File: src/common/tsa_defines.vh
// constants for the sensor serial and alert block
`ifndef TSA_DEFINES_VH
`define TSA_DEFINES_VH
`define TSA_ADDR_BASE      5'h12
`define TSA_ALERT_RESP     7'h0C
`define TSA_GCALL_ADDR     7'h00
`define TSA_GCALL_RESET    8'h06
`define TSA_HS_MASK        8'hF8
`define TSA_HS_CODE        8'h08
`define TSA_PTR_TEMP       2'h0
`define TSA_PTR_CFG        2'h1
`define TSA_PTR_LOW        2'h2
`define TSA_PTR_HIGH       2'h3
`define TSA_CFG_SHUTDOWN   0
`define TSA_CFG_MODE       1
`define TSA_CFG_POL        2
`define TSA_CFG_F0         3
`define TSA_CFG_F1         4
`define TSA_CFG_SHOT       7
`define TSA_CFG_RESET      16'h60A0
`define TSA_HIGH_RESET     16'h5000
`define TSA_LOW_RESET      16'h4B00
`define TSA_TIMEOUT_MS     30
`define TSA_CLK_MHZ        100
`define TSA_TIMEOUT_CYC    (`TSA_TIMEOUT_MS * 1000 * `TSA_CLK_MHZ)
`endif

File: src/rtl/tsa_top.v
// two-wire slave, register file and alert logic of the temperature sensor
// Notes on behaviour
// - shutdown plus trigger write starts one conversion
// - trigger reads zero while converting, one after
// - mode bit: zero comparator, one interrupt
// - comparator asserts after fault count highs
// - comparator clears after fault count lows
// - interrupt asserts after fault count highs
// - interrupt alert cleared by read, response, shutdown
// - after clear, watch lows and reassert
// - general call reset clears alert, mode
// - fault field selects one, two, four, six
// - polarity zero active low, one high
// - start and stop detected with scl high
// - seven address bits, rw, ack ninth
// - bytes are eight bits plus ack
// - address from address select pin
// - first written byte is pointer
// - reads use last stored pointer
// - msb byte sent first
// - answer alert response with own address
// - cause bit equals polarity for high
// - lose arbitration keeps alert asserted
// - general call 06h resets, aborts conversion
// - high-speed code not acked, high_speed flag set
// - high-speed ends on stop
// - scl low timeout resets serial side
// - pointer low bits select register
`timescale 1ns/10ps
`include "tsa_defines.vh"
module tsa_top #(
    parameter TIMEOUT_CYC = `TSA_TIMEOUT_CYC,
    parameter DEPTH       = 8
) (
    // clock and reset
    input  wire        sys_clk,
    input  wire        reset_n,
    // two-wire pins
    input  wire        scl_in,
    output wire        scl_out,
    output wire        scl_oe,
    input  wire        sda_in,
    output wire        sda_out,
    output reg         sda_oe,
    // address select pin, decoded to 0 gnd, 1 supply, 2 sda, 3 scl
    input  wire [1:0]  address_select_pin,
    // converter side
    output reg         conv_start,
    output reg         conv_abort,
    input  wire        result_valid,
    output wire        result_ready,
    input  wire [11:0] result_data,
    output wire        converting,
    // alert pin
    output wire        alert_out,
    output wire        alert_oe,
    // status
    output reg         high_speed
);
    localparam S_IDLE = 7'h01, S_ADDR = 7'h02, S_AACK = 7'h04, S_WR = 7'h08;
    localparam S_WACK = 7'h10, S_RD = 7'h20, S_RACK = 7'h40;
    reg  [2:0]  scl_s;
    reg  [2:0]  sda_s;
    reg  [3:0]  asel_reg;
    reg  [6:0]  st_reg;
    reg  [3:0]  bit_reg;
    reg  [7:0]  sh_reg;
    reg  [1:0]  bcnt_reg;
    reg         rw_reg, gcall_reg, aresp_reg, first_reg;
    reg  [1:0]  ptr_reg;
    reg  [7:0]  hold_reg;
    reg  [15:0] cfg_reg, hi_reg, lo_reg;
    reg  [11:0] temp_reg;
    reg  [15:0] tx_reg;
    reg         shot_busy;
    reg         alert_reg, low_side_reg;
    reg  [2:0]  fcnt_reg;
    reg  [31:0] to_reg;
    reg         clr_evt;
    wire scl_r = scl_s[1] & ~scl_s[2];
    wire scl_f = ~scl_s[1] & scl_s[2];
    wire start_c = scl_s[1] & scl_s[2] & ~sda_s[1] & sda_s[2];
    wire stop_c  = scl_s[1] & scl_s[2] & sda_s[1] & ~sda_s[2];
    wire [6:0] my_addr = {`TSA_ADDR_BASE, asel_reg[3:2]};
    wire [7:0] cfg_hi = cfg_reg[15:8];
    wire [2:0] need = fault_need(cfg_hi[`TSA_CFG_F1:`TSA_CFG_F0]);
    wire alert_polarity = cfg_hi[`TSA_CFG_POL];
    wire mode_int = cfg_hi[`TSA_CFG_MODE];
    wire timeout = (to_reg >= TIMEOUT_CYC);
    wire busy_bus = (st_reg != S_IDLE);
    function [2:0] fault_need;
        input [1:0] f;
        begin
            case (f)
                2'b00:   fault_need = 3'd1;
                2'b01:   fault_need = 3'd2;
                2'b10:   fault_need = 3'd4;
                default: fault_need = 3'd6;
            endcase
        end
    endfunction
    function [15:0] reg_sel;
        input [1:0] p;
        begin
            case (p)
                `TSA_PTR_TEMP: reg_sel = {temp_reg, 4'h0};
                `TSA_PTR_CFG:  reg_sel = {cfg_reg[15:8] & 8'h7F, cfg_reg[7:0]}
                                         | {~shot_busy, 15'h0};
                `TSA_PTR_LOW:  reg_sel = lo_reg;
                default:       reg_sel = hi_reg;
            endcase
        end
    endfunction
    wire [15:0] rd_word = reg_sel(ptr_reg);
    assign scl_out  = 1'b0;
    assign scl_oe   = 1'b0;
    assign sda_out  = 1'b0;
    assign converting = shot_busy;
    // a result can only be accepted one per cycle; fifo drains each cycle
    wire       f_valid;
    wire [11:0] f_data;
    tsa_fifo #(.WIDTH(12), .DEPTH(DEPTH), .AW(3)) u_fifo (
        .sys_clk   (sys_clk),
        .reset_n   (reset_n),
        .flush     (conv_abort),
        .in_valid  (result_valid),
        .in_ready  (result_ready),
        .in_data   (result_data),
        .out_valid (f_valid),
        .out_ready (1'b1),
        .out_data  (f_data)
    );
    // alert pin: open drain, polarity applied
    wire active_lvl = alert_polarity;
    wire pin_lvl = alert_reg ? active_lvl : ~active_lvl;
    assign alert_out = 1'b0;
    assign alert_oe  = ~pin_lvl;
    // pins sampled through two flops before use
    always @(posedge sys_clk or negedge reset_n) begin
        if (!reset_n) begin
            scl_s <= 3'h7;
            sda_s <= 3'h7;
            asel_reg <= 4'h0;
        end else begin
            scl_s <= {scl_s[1:0], scl_in};
            sda_s <= {sda_s[1:0], sda_in};
            asel_reg <= {asel_reg[1:0], address_select_pin};
        end
    end
    // scl-low timeout, counted only between start and stop
    always @(posedge sys_clk or negedge reset_n) begin
        if (!reset_n) begin
            to_reg <= 32'h0;
        end else if (!busy_bus || scl_s[1]) begin
            to_reg <= 32'h0;
        end else if (!timeout) begin
            to_reg <= to_reg + 32'h1;
        end
    end
    wire gc_fire = (st_reg == S_WACK) && scl_f && gcall_reg && (sh_reg == `TSA_GCALL_RESET);
    // serial engine
    always @(posedge sys_clk or negedge reset_n) begin
        if (!reset_n) begin
            st_reg <= S_IDLE; bit_reg <= 4'h0; sh_reg <= 8'h0; sda_oe <= 1'b0;
            rw_reg <= 1'b0; gcall_reg <= 1'b0; aresp_reg <= 1'b0; first_reg <= 1'b0;
            bcnt_reg <= 2'h0; ptr_reg <= 2'h0; tx_reg <= 16'h0; hold_reg <= 8'h0;
            cfg_reg <= `TSA_CFG_RESET; hi_reg <= `TSA_HIGH_RESET; lo_reg <= `TSA_LOW_RESET;
            high_speed <= 1'b0; clr_evt <= 1'b0; conv_abort <= 1'b0;
        end else begin
            clr_evt <= 1'b0;
            conv_abort <= 1'b0;
            if (gc_fire) begin
                cfg_reg <= `TSA_CFG_RESET; hi_reg <= `TSA_HIGH_RESET;
                lo_reg <= `TSA_LOW_RESET; ptr_reg <= 2'h0; conv_abort <= 1'b1;
            end
            if (stop_c) begin
                high_speed <= 1'b0;
            end
            if (timeout || stop_c) begin
                st_reg <= S_IDLE; sda_oe <= 1'b0;
            end else if (start_c) begin
                st_reg <= S_ADDR; bit_reg <= 4'h0; first_reg <= 1'b1; sda_oe <= 1'b0;
            end else begin
                case (st_reg)
                    S_IDLE: begin
                        sda_oe <= 1'b0;
                    end
                    S_ADDR: if (scl_r) begin
                        sh_reg <= {sh_reg[6:0], sda_s[1]};
                        bit_reg <= bit_reg + 4'h1;
                    end else if (scl_f && bit_reg == 4'h8) begin
                        first_reg <= 1'b0;
                        rw_reg <= sh_reg[0];
                        gcall_reg <= (sh_reg[7:1] == `TSA_GCALL_ADDR) && !sh_reg[0];
                        aresp_reg <= (sh_reg[7:1] == `TSA_ALERT_RESP) && sh_reg[0];
                        bcnt_reg <= 2'h0; bit_reg <= 4'h0;
                        if (first_reg && (sh_reg & `TSA_HS_MASK) == `TSA_HS_CODE) begin
                            high_speed <= 1'b1;
                            st_reg <= S_IDLE;
                        end else if (sh_reg[7:1] == my_addr
                                     || ((sh_reg[7:1] == `TSA_GCALL_ADDR) && !sh_reg[0])
                                     || ((sh_reg[7:1] == `TSA_ALERT_RESP) && sh_reg[0]
                                         && mode_int && alert_reg)) begin
                            sda_oe <= 1'b1;
                            st_reg <= S_AACK;
                        end else begin
                            st_reg <= S_IDLE;
                        end
                    end
                    S_AACK: if (scl_f) begin
                        sda_oe <= 1'b0;
                        if (rw_reg) begin
                            tx_reg <= aresp_reg
                                ? {my_addr, low_side_reg ? ~alert_polarity : alert_polarity, 8'h0}
                                : rd_word;
                            if (!aresp_reg) clr_evt <= 1'b1;
                            st_reg <= S_RD;
                            sda_oe <= ~(aresp_reg ? my_addr[6]
                                                  : rd_word[15]);
                        end else begin
                            st_reg <= S_WR;
                        end
                    end
                    S_WR: if (scl_r) begin
                        sh_reg <= {sh_reg[6:0], sda_s[1]};
                        bit_reg <= bit_reg + 4'h1;
                    end else if (scl_f && bit_reg == 4'h8) begin
                        bit_reg <= 4'h0;
                        if (gcall_reg) begin
                            sda_oe <= (sh_reg == `TSA_GCALL_RESET);
                        end else begin
                            sda_oe <= 1'b1;
                            if (bcnt_reg == 2'h0) ptr_reg <= sh_reg[1:0];
                            else if (bcnt_reg == 2'h1) hold_reg <= sh_reg;
                            else if (ptr_reg == `TSA_PTR_CFG) begin
                                cfg_reg <= {hold_reg, sh_reg};
                                if (hold_reg[`TSA_CFG_SHUTDOWN]) clr_evt <= 1'b1;
                            end else if (ptr_reg == `TSA_PTR_LOW) lo_reg <= {hold_reg, sh_reg};
                            else if (ptr_reg == `TSA_PTR_HIGH) hi_reg <= {hold_reg, sh_reg};
                            if (bcnt_reg != 2'h3) bcnt_reg <= bcnt_reg + 2'h1;
                        end
                        st_reg <= S_WACK;
                    end
                    S_WACK: if (scl_f) begin
                        sda_oe <= 1'b0;
                        st_reg <= gcall_reg ? S_IDLE : S_WR;
                        if (bcnt_reg == 2'h3) bcnt_reg <= 2'h1;
                    end
                    S_RD: if (scl_f) begin
                        bit_reg <= bit_reg + 4'h1;
                        if (bit_reg == 4'h7) begin
                            sda_oe <= 1'b0;
                            st_reg <= S_RACK;
                        end else begin
                            tx_reg <= {tx_reg[14:0], 1'b0};
                            sda_oe <= ~tx_reg[14];
                        end
                    end
                    S_RACK: if (scl_r) begin
                        if (sda_s[1] || aresp_reg) st_reg <= S_IDLE; // nack ends read
                    end else if (scl_f) begin
                        bit_reg <= 4'h0;
                        tx_reg <= {tx_reg[14:0], 1'b0};
                        sda_oe <= ~tx_reg[14];
                        st_reg <= S_RD;
                    end
                    default: st_reg <= S_IDLE;
                endcase
            end
        end
    end
    // alert response: the device won if its bits stood on the line
    reg arb_lost;
    always @(posedge sys_clk or negedge reset_n) begin
        if (!reset_n) begin
            arb_lost <= 1'b0;
        end else if (st_reg == S_AACK) begin
            arb_lost <= 1'b0;
        end else if (aresp_reg && st_reg == S_RD && scl_r && !sda_oe && !sda_s[1]) begin
            arb_lost <= 1'b1;
        end
    end
    wire resp_done = aresp_reg && st_reg == S_RACK && scl_r && !arb_lost;
    // one-shot and conversion results
    always @(posedge sys_clk or negedge reset_n) begin
        if (!reset_n) begin
            shot_busy <= 1'b0; conv_start <= 1'b0; temp_reg <= 12'h0;
        end else begin
            conv_start <= 1'b0;
            if (conv_abort) begin
                shot_busy <= 1'b0; temp_reg <= 12'h0;
            end else if (st_reg == S_WR && scl_f && bit_reg == 4'h8 && !gcall_reg
                         && bcnt_reg == 2'h2 && ptr_reg == `TSA_PTR_CFG
                         && cfg_hi[`TSA_CFG_SHUTDOWN] && hold_reg[`TSA_CFG_SHOT]
                         && !shot_busy) begin
                shot_busy <= 1'b1;
                conv_start <= 1'b1;
            end else if (f_valid) begin
                temp_reg <= f_data;
                shot_busy <= 1'b0;
            end
        end
    end
    // alert state machine on each fresh result
    wire res_hi = ($signed(f_data) >= $signed(hi_reg[15:4]));
    wire res_lo = ($signed(f_data) <  $signed(lo_reg[15:4]));
    always @(posedge sys_clk or negedge reset_n) begin
        if (!reset_n) begin
            alert_reg <= 1'b0; low_side_reg <= 1'b0; fcnt_reg <= 3'h0;
        end else if (conv_abort) begin
            alert_reg <= 1'b0; low_side_reg <= 1'b0; fcnt_reg <= 3'h0;
        end else if (!mode_int) begin
            low_side_reg <= alert_reg;
            if (f_valid) begin
                if (alert_reg ? res_lo : res_hi) begin
                    if (fcnt_reg + 3'h1 >= need) begin
                        alert_reg <= ~alert_reg;
                        fcnt_reg <= 3'h0;
                    end else fcnt_reg <= fcnt_reg + 3'h1;
                end else fcnt_reg <= 3'h0;
            end
        end else begin
            // a fresh fault in the same cycle as a clear is not counted: clear wins
            if (f_valid && !alert_reg && (low_side_reg ? res_lo : res_hi)
                && fcnt_reg + 3'h1 >= need) begin
                alert_reg <= 1'b1;
                fcnt_reg <= 3'h0;
            end else if (alert_reg && (clr_evt || resp_done)) begin
                alert_reg <= 1'b0;
                low_side_reg <= ~low_side_reg;
                fcnt_reg <= 3'h0;
            end else if (f_valid && !alert_reg) begin
                fcnt_reg <= (low_side_reg ? res_lo : res_hi) ? fcnt_reg + 3'h1 : 3'h0;
            end
        end
    end
endmodule

File: src/rtl/tsa_fifo.v
// small valid/ready fifo for conversion results
`timescale 1ns/10ps
module tsa_fifo #(
    parameter WIDTH = 12,
    parameter DEPTH = 8,
    parameter AW    = 3
) (
    // clock and reset
    input  wire             sys_clk,
    input  wire             reset_n,
    input  wire             flush,
    // fill side
    input  wire             in_valid,
    output wire             in_ready,
    input  wire [WIDTH-1:0] in_data,
    // drain side
    output wire             out_valid,
    input  wire             out_ready,
    output reg  [WIDTH-1:0] out_data
);
    reg [WIDTH-1:0] mem [0:DEPTH-1];
    reg [AW-1:0]    wr_reg;
    reg [AW-1:0]    rd_reg;
    reg [AW:0]      cnt_reg;
    wire            push = in_valid && in_ready;
    wire            pop  = out_valid && out_ready;
    assign in_ready  = (cnt_reg != DEPTH[AW:0]);
    assign out_valid = (cnt_reg != {(AW+1){1'b0}});
    always @* begin
        out_data = mem[rd_reg];
    end
    always @(posedge sys_clk) begin
        if (push) begin
            mem[wr_reg] <= in_data;
        end
    end
    always @(posedge sys_clk or negedge reset_n) begin
        if (!reset_n) begin
            wr_reg  <= {AW{1'b0}};
            rd_reg  <= {AW{1'b0}};
            cnt_reg <= {(AW+1){1'b0}};
        end else if (flush) begin
            wr_reg  <= {AW{1'b0}};
            rd_reg  <= {AW{1'b0}};
            cnt_reg <= {(AW+1){1'b0}};
        end else begin
            if (push) begin
                wr_reg <= (wr_reg == DEPTH[AW-1:0] - 1'b1) ? {AW{1'b0}} : wr_reg + 1'b1;
            end
            if (pop) begin
                rd_reg <= (rd_reg == DEPTH[AW-1:0] - 1'b1) ? {AW{1'b0}} : rd_reg + 1'b1;
            end
            cnt_reg <= cnt_reg + {{AW{1'b0}}, push} - {{AW{1'b0}}, pop};
        end
    end
endmodule

File: config.mk
export PLATFORM = sky130hd
export DESIGN_NAME = tsa_top
export DESIGN_NICKNAME = d
export VERILOG_FILES = /design/src/rtl/tsa_top.v /design/src/rtl/tsa_fifo.v
export VERILOG_INCLUDE_DIRS = /design/src /design/src/common
export SDC_FILE = /design/constraint.sdc
export NUM_CORES = 1
export LEC_CHECK = 0
export ABC_CLOCK_PERIOD_IN_PS = 4700
export BUFFER_PORTS_ARGS = -buffer_cell sky130_fd_sc_hd__buf_4
export CORE_MARGIN = 2
export CORE_UTILIZATION = 60
export DETAILED_ROUTE_END_ITERATION = 10
export PLACE_DENSITY = 0.83
export SLEW_MARGIN = 10
export SYNTH_ARGS = -nofsm -noshare
export SYNTH_HDL_FRONTEND = slang
export SYNTH_SLANG_ARGS = --single-unit
export TNS_END_PERCENT = 50
File: constraint.sdc
create_clock -name sys_clk -period 4.7 [get_ports sys_clk]
set_input_delay 0.235 -clock sys_clk [delete_from_list [all_inputs] [get_ports sys_clk]]
set_output_delay 0.235 -clock sys_clk [all_outputs]
set_load 0.01 [all_outputs]
==> flow_summary.yaml <==
run_status:
  status: "finished clean"
yosys:
  yosysTopAreaCell: "dfrtp_1"
  synthCells: 1091
  ys_types: 73
  yosysTopAreaCellShare_pct: 29.96
  seq_area_frac_synth_pct: 55.51
  synth_area_um2: 13030
  ys_ff_latch: 269
  syn_area_per_cell_um2: 11.94
  synth_top_cells_by_area: "dfrtp_1 30%, edfxtp_1 22%, mux4_2 6.2%"
  yosysWarnings: 0
  yosys_most_used_dff: "dfrtp_1"
  synth_edf_count: 96
  synthArstFlopShare_pct: 64.31
placed_design:
  post-dp-hpwl_um: 19480
  port_buffers: 25
  gp_congestion: 0.9256
  placed_area_um2: 13490
  dpl_worst_slack_ns: 0.8332
finish:
  drive_above_1_share_pct: 19.37
  area_growth_syn_to_layout_pct: 12.06
  antenna_cells: 0
  largest_register_ffs: 96
  fin_area_um2: 14600
  final_common_cell: "dfrtp_1"
  nNetsFinal: 1197
  final_cell_mix: "156 x dfrtp_1, 108 x nand2_1, 96 x edfxtp_1"
timing:
  fmax_mhz: 246.9
  post-route-min-period_ns: 4.050
  rsz0062_at_grt: "no"
  period_share_pct: 86.16
  whs_ns: 0.2364
  slew_violations: 0
  worst_pin_slew_ns: 1.173
  finalClockSkew_ns: 0.03183
  layout_setup_ws_ns: 0.6503
  slew_headroom_pct: 21.82
  finalSetupViolations: 0
  hold_violations: 0
  timing.setup.tns_ns: 0
die:
  die_area_um2: 22910
  die_width_um: 151.4
  die_h_um: 151.4
  core-area_um2: 21150
  ioPinCount: 30
  initial_utilization_pct: 61.60
  rows: 53
detailed_routing:
  wl_per_cell_um: 21.01
  via_per_inst: 6.281
  wl_met3_um: 1731
  vias: 8957
  drcViolationCount: 0
  wl_um: 29960
  wl_met1_um: 12150
  top_layer: "met4"
  wl_met2_um: 14830
  drtPass1Iterations: 6
  drtIter0Drc: 932
  ant_nets: 0
critical_path:
  worst_ep_arrival_time_ns: 4.50
  start_kind: "register"
  end_kind: "register"
  path_class: "register to register"
  critPathRequiredTime_ns: 5.15
  cp_max_fo: 12
pwr:
  p_leak_nw: 6.058
  total_power_mw: 7.113
  power_density_nw_per_um2: 487.1
  max-vdd-ir-drop_mv: 0.4208
job:
  max_cap_violations: 0
grt:
  grt_antenna_before_repair: 0
  grt_max_degree: 103
  grt.overflow.total: 0
  grt_pass1_vias: 9178
  grtUsageTotal_pct: 27.61
  grt_pass1_wl_um: 48820
hold_path:
  hold_class: "primary input to register"
clocking:
  cts_num_sinks: 269
  cts_buffers: 27
  clockRootBuffer: "clkbuf_16"
  clock_latency_ns: 0.56
  clockBufferDepth: 3
  htree_levels: 1
  cts_resized: 0
  path_clk_slew_ns: 0.06
  cts_tree: "yes"
synth_stat cells, types with 11 or more instances:
master and instances:
mux2i_1 18, clkbuf_1 31, mux4_2 36, a21oi_1 52, nand2_1 108, dfrtp_1 156, and3_1 21, nand2b_1 17
dfstp_2 17, nor2b_1 11, edfxtp_1 96, nor3_1 27, o21ai_0 46, mux2_2 61, xnor2_1 19, nor2_1 94
inv_1 57, ha_1 47, nand3_1 21
area by class of cell:
cell class | count | area (µm²)
multi-input combinational | 714 | 5379
clock inverter | 20 | 245.2
inverter | 58 | 217.7
tap | 275 | 344.1
timing repair buffer | 60 | 496.7
fill | 1405 | 6551
sequential | 269 | 7233
clock buffer | 30 | 686.9
cells by family after synthesis:
group           after synthesis  share of synthesized area [%]
compound gates              164                          7.931
other cells                   1                        0.02878
flops                       269                          55.51
xor+xnor                     28                          1.882
buf+inv                     111                          3.600
simple gates                354                          13.42
mux                         116                          12.96
fa+ha+maj                    48                          4.666
worst max-delay path, cell delays in order (launching register included):
cell and delay, ns:
dfrtp_1 0.78, buf_4 0.34, mux4_2 0.53, mux2_2 0.32, ha_1 0.29, nand3_1 0.07
or4_1 0.54, a211oi_1 0.38, a221o_1 0.19, a21oi_1 0.12, o21ai_0 0.13, a21bo_2 0.25
routing by layer:
metal	global-route usage, %	up-vias
met5	0	-
met4	11.50	0
met3	3.494	108
met2	45.79	375
met1	37.17	4471
li1	-	4003
stage by stage:
| stage | std cells | util (%) |
|---|---|---|
| 6_report | 1426 | 69.03 |
| 5_1_grt | 1426 | 69.03 |
| 4_1_cts | 1426 | 69.00 |
| 3_5_place_dp | 1359 | 63.79 |
| 3_3_place_gp | 1359 | 63.79 |
| 2_1_floorplan | 1094 | - |
power by group:
| group | total [mW] | leakage [nW] | switching (mW) | internal [mW] |
|---|---|---|---|---|
| clock network | 2.26 | 0.452 | 0.927 | 1.34 |
| registers | 2.95 | 3.16 | 0.258 | 2.69 |
| logic | 1.90 | 2.45 | 0.999 | 0.899 |
| total | 7.11 | 6.06 | 2.18 | 4.93 |
repair_timing:
action / CTS / global route
hold buffers: 17 / 0
setup buffers: 0 / 0
endpoints found under the setup margin: 0 / 0
hold endpoints to repair: 192 / 0
final timing paths:
kind	endpoint	startpoint	slack (ns)	cells past startpoint
max	fcnt_reg[2]	u_fifo.rd_reg[0]	0.65	11
min	u_fifo.wr_reg[1]	result_valid	0.24	4
max reg2reg	fcnt_reg[2]	u_fifo.rd_reg[0]	0.65	11
min reg2reg	sda_s[1]	sda_s[0]	0.36	0
max in group asynchronous	cfg_reg[8]	reset_n	3.21	3
min in group asynchronous	u_fifo.wr_reg[1]	reset_n	0.36	2
No activity file was read; power rests on OpenSTA's default activity.
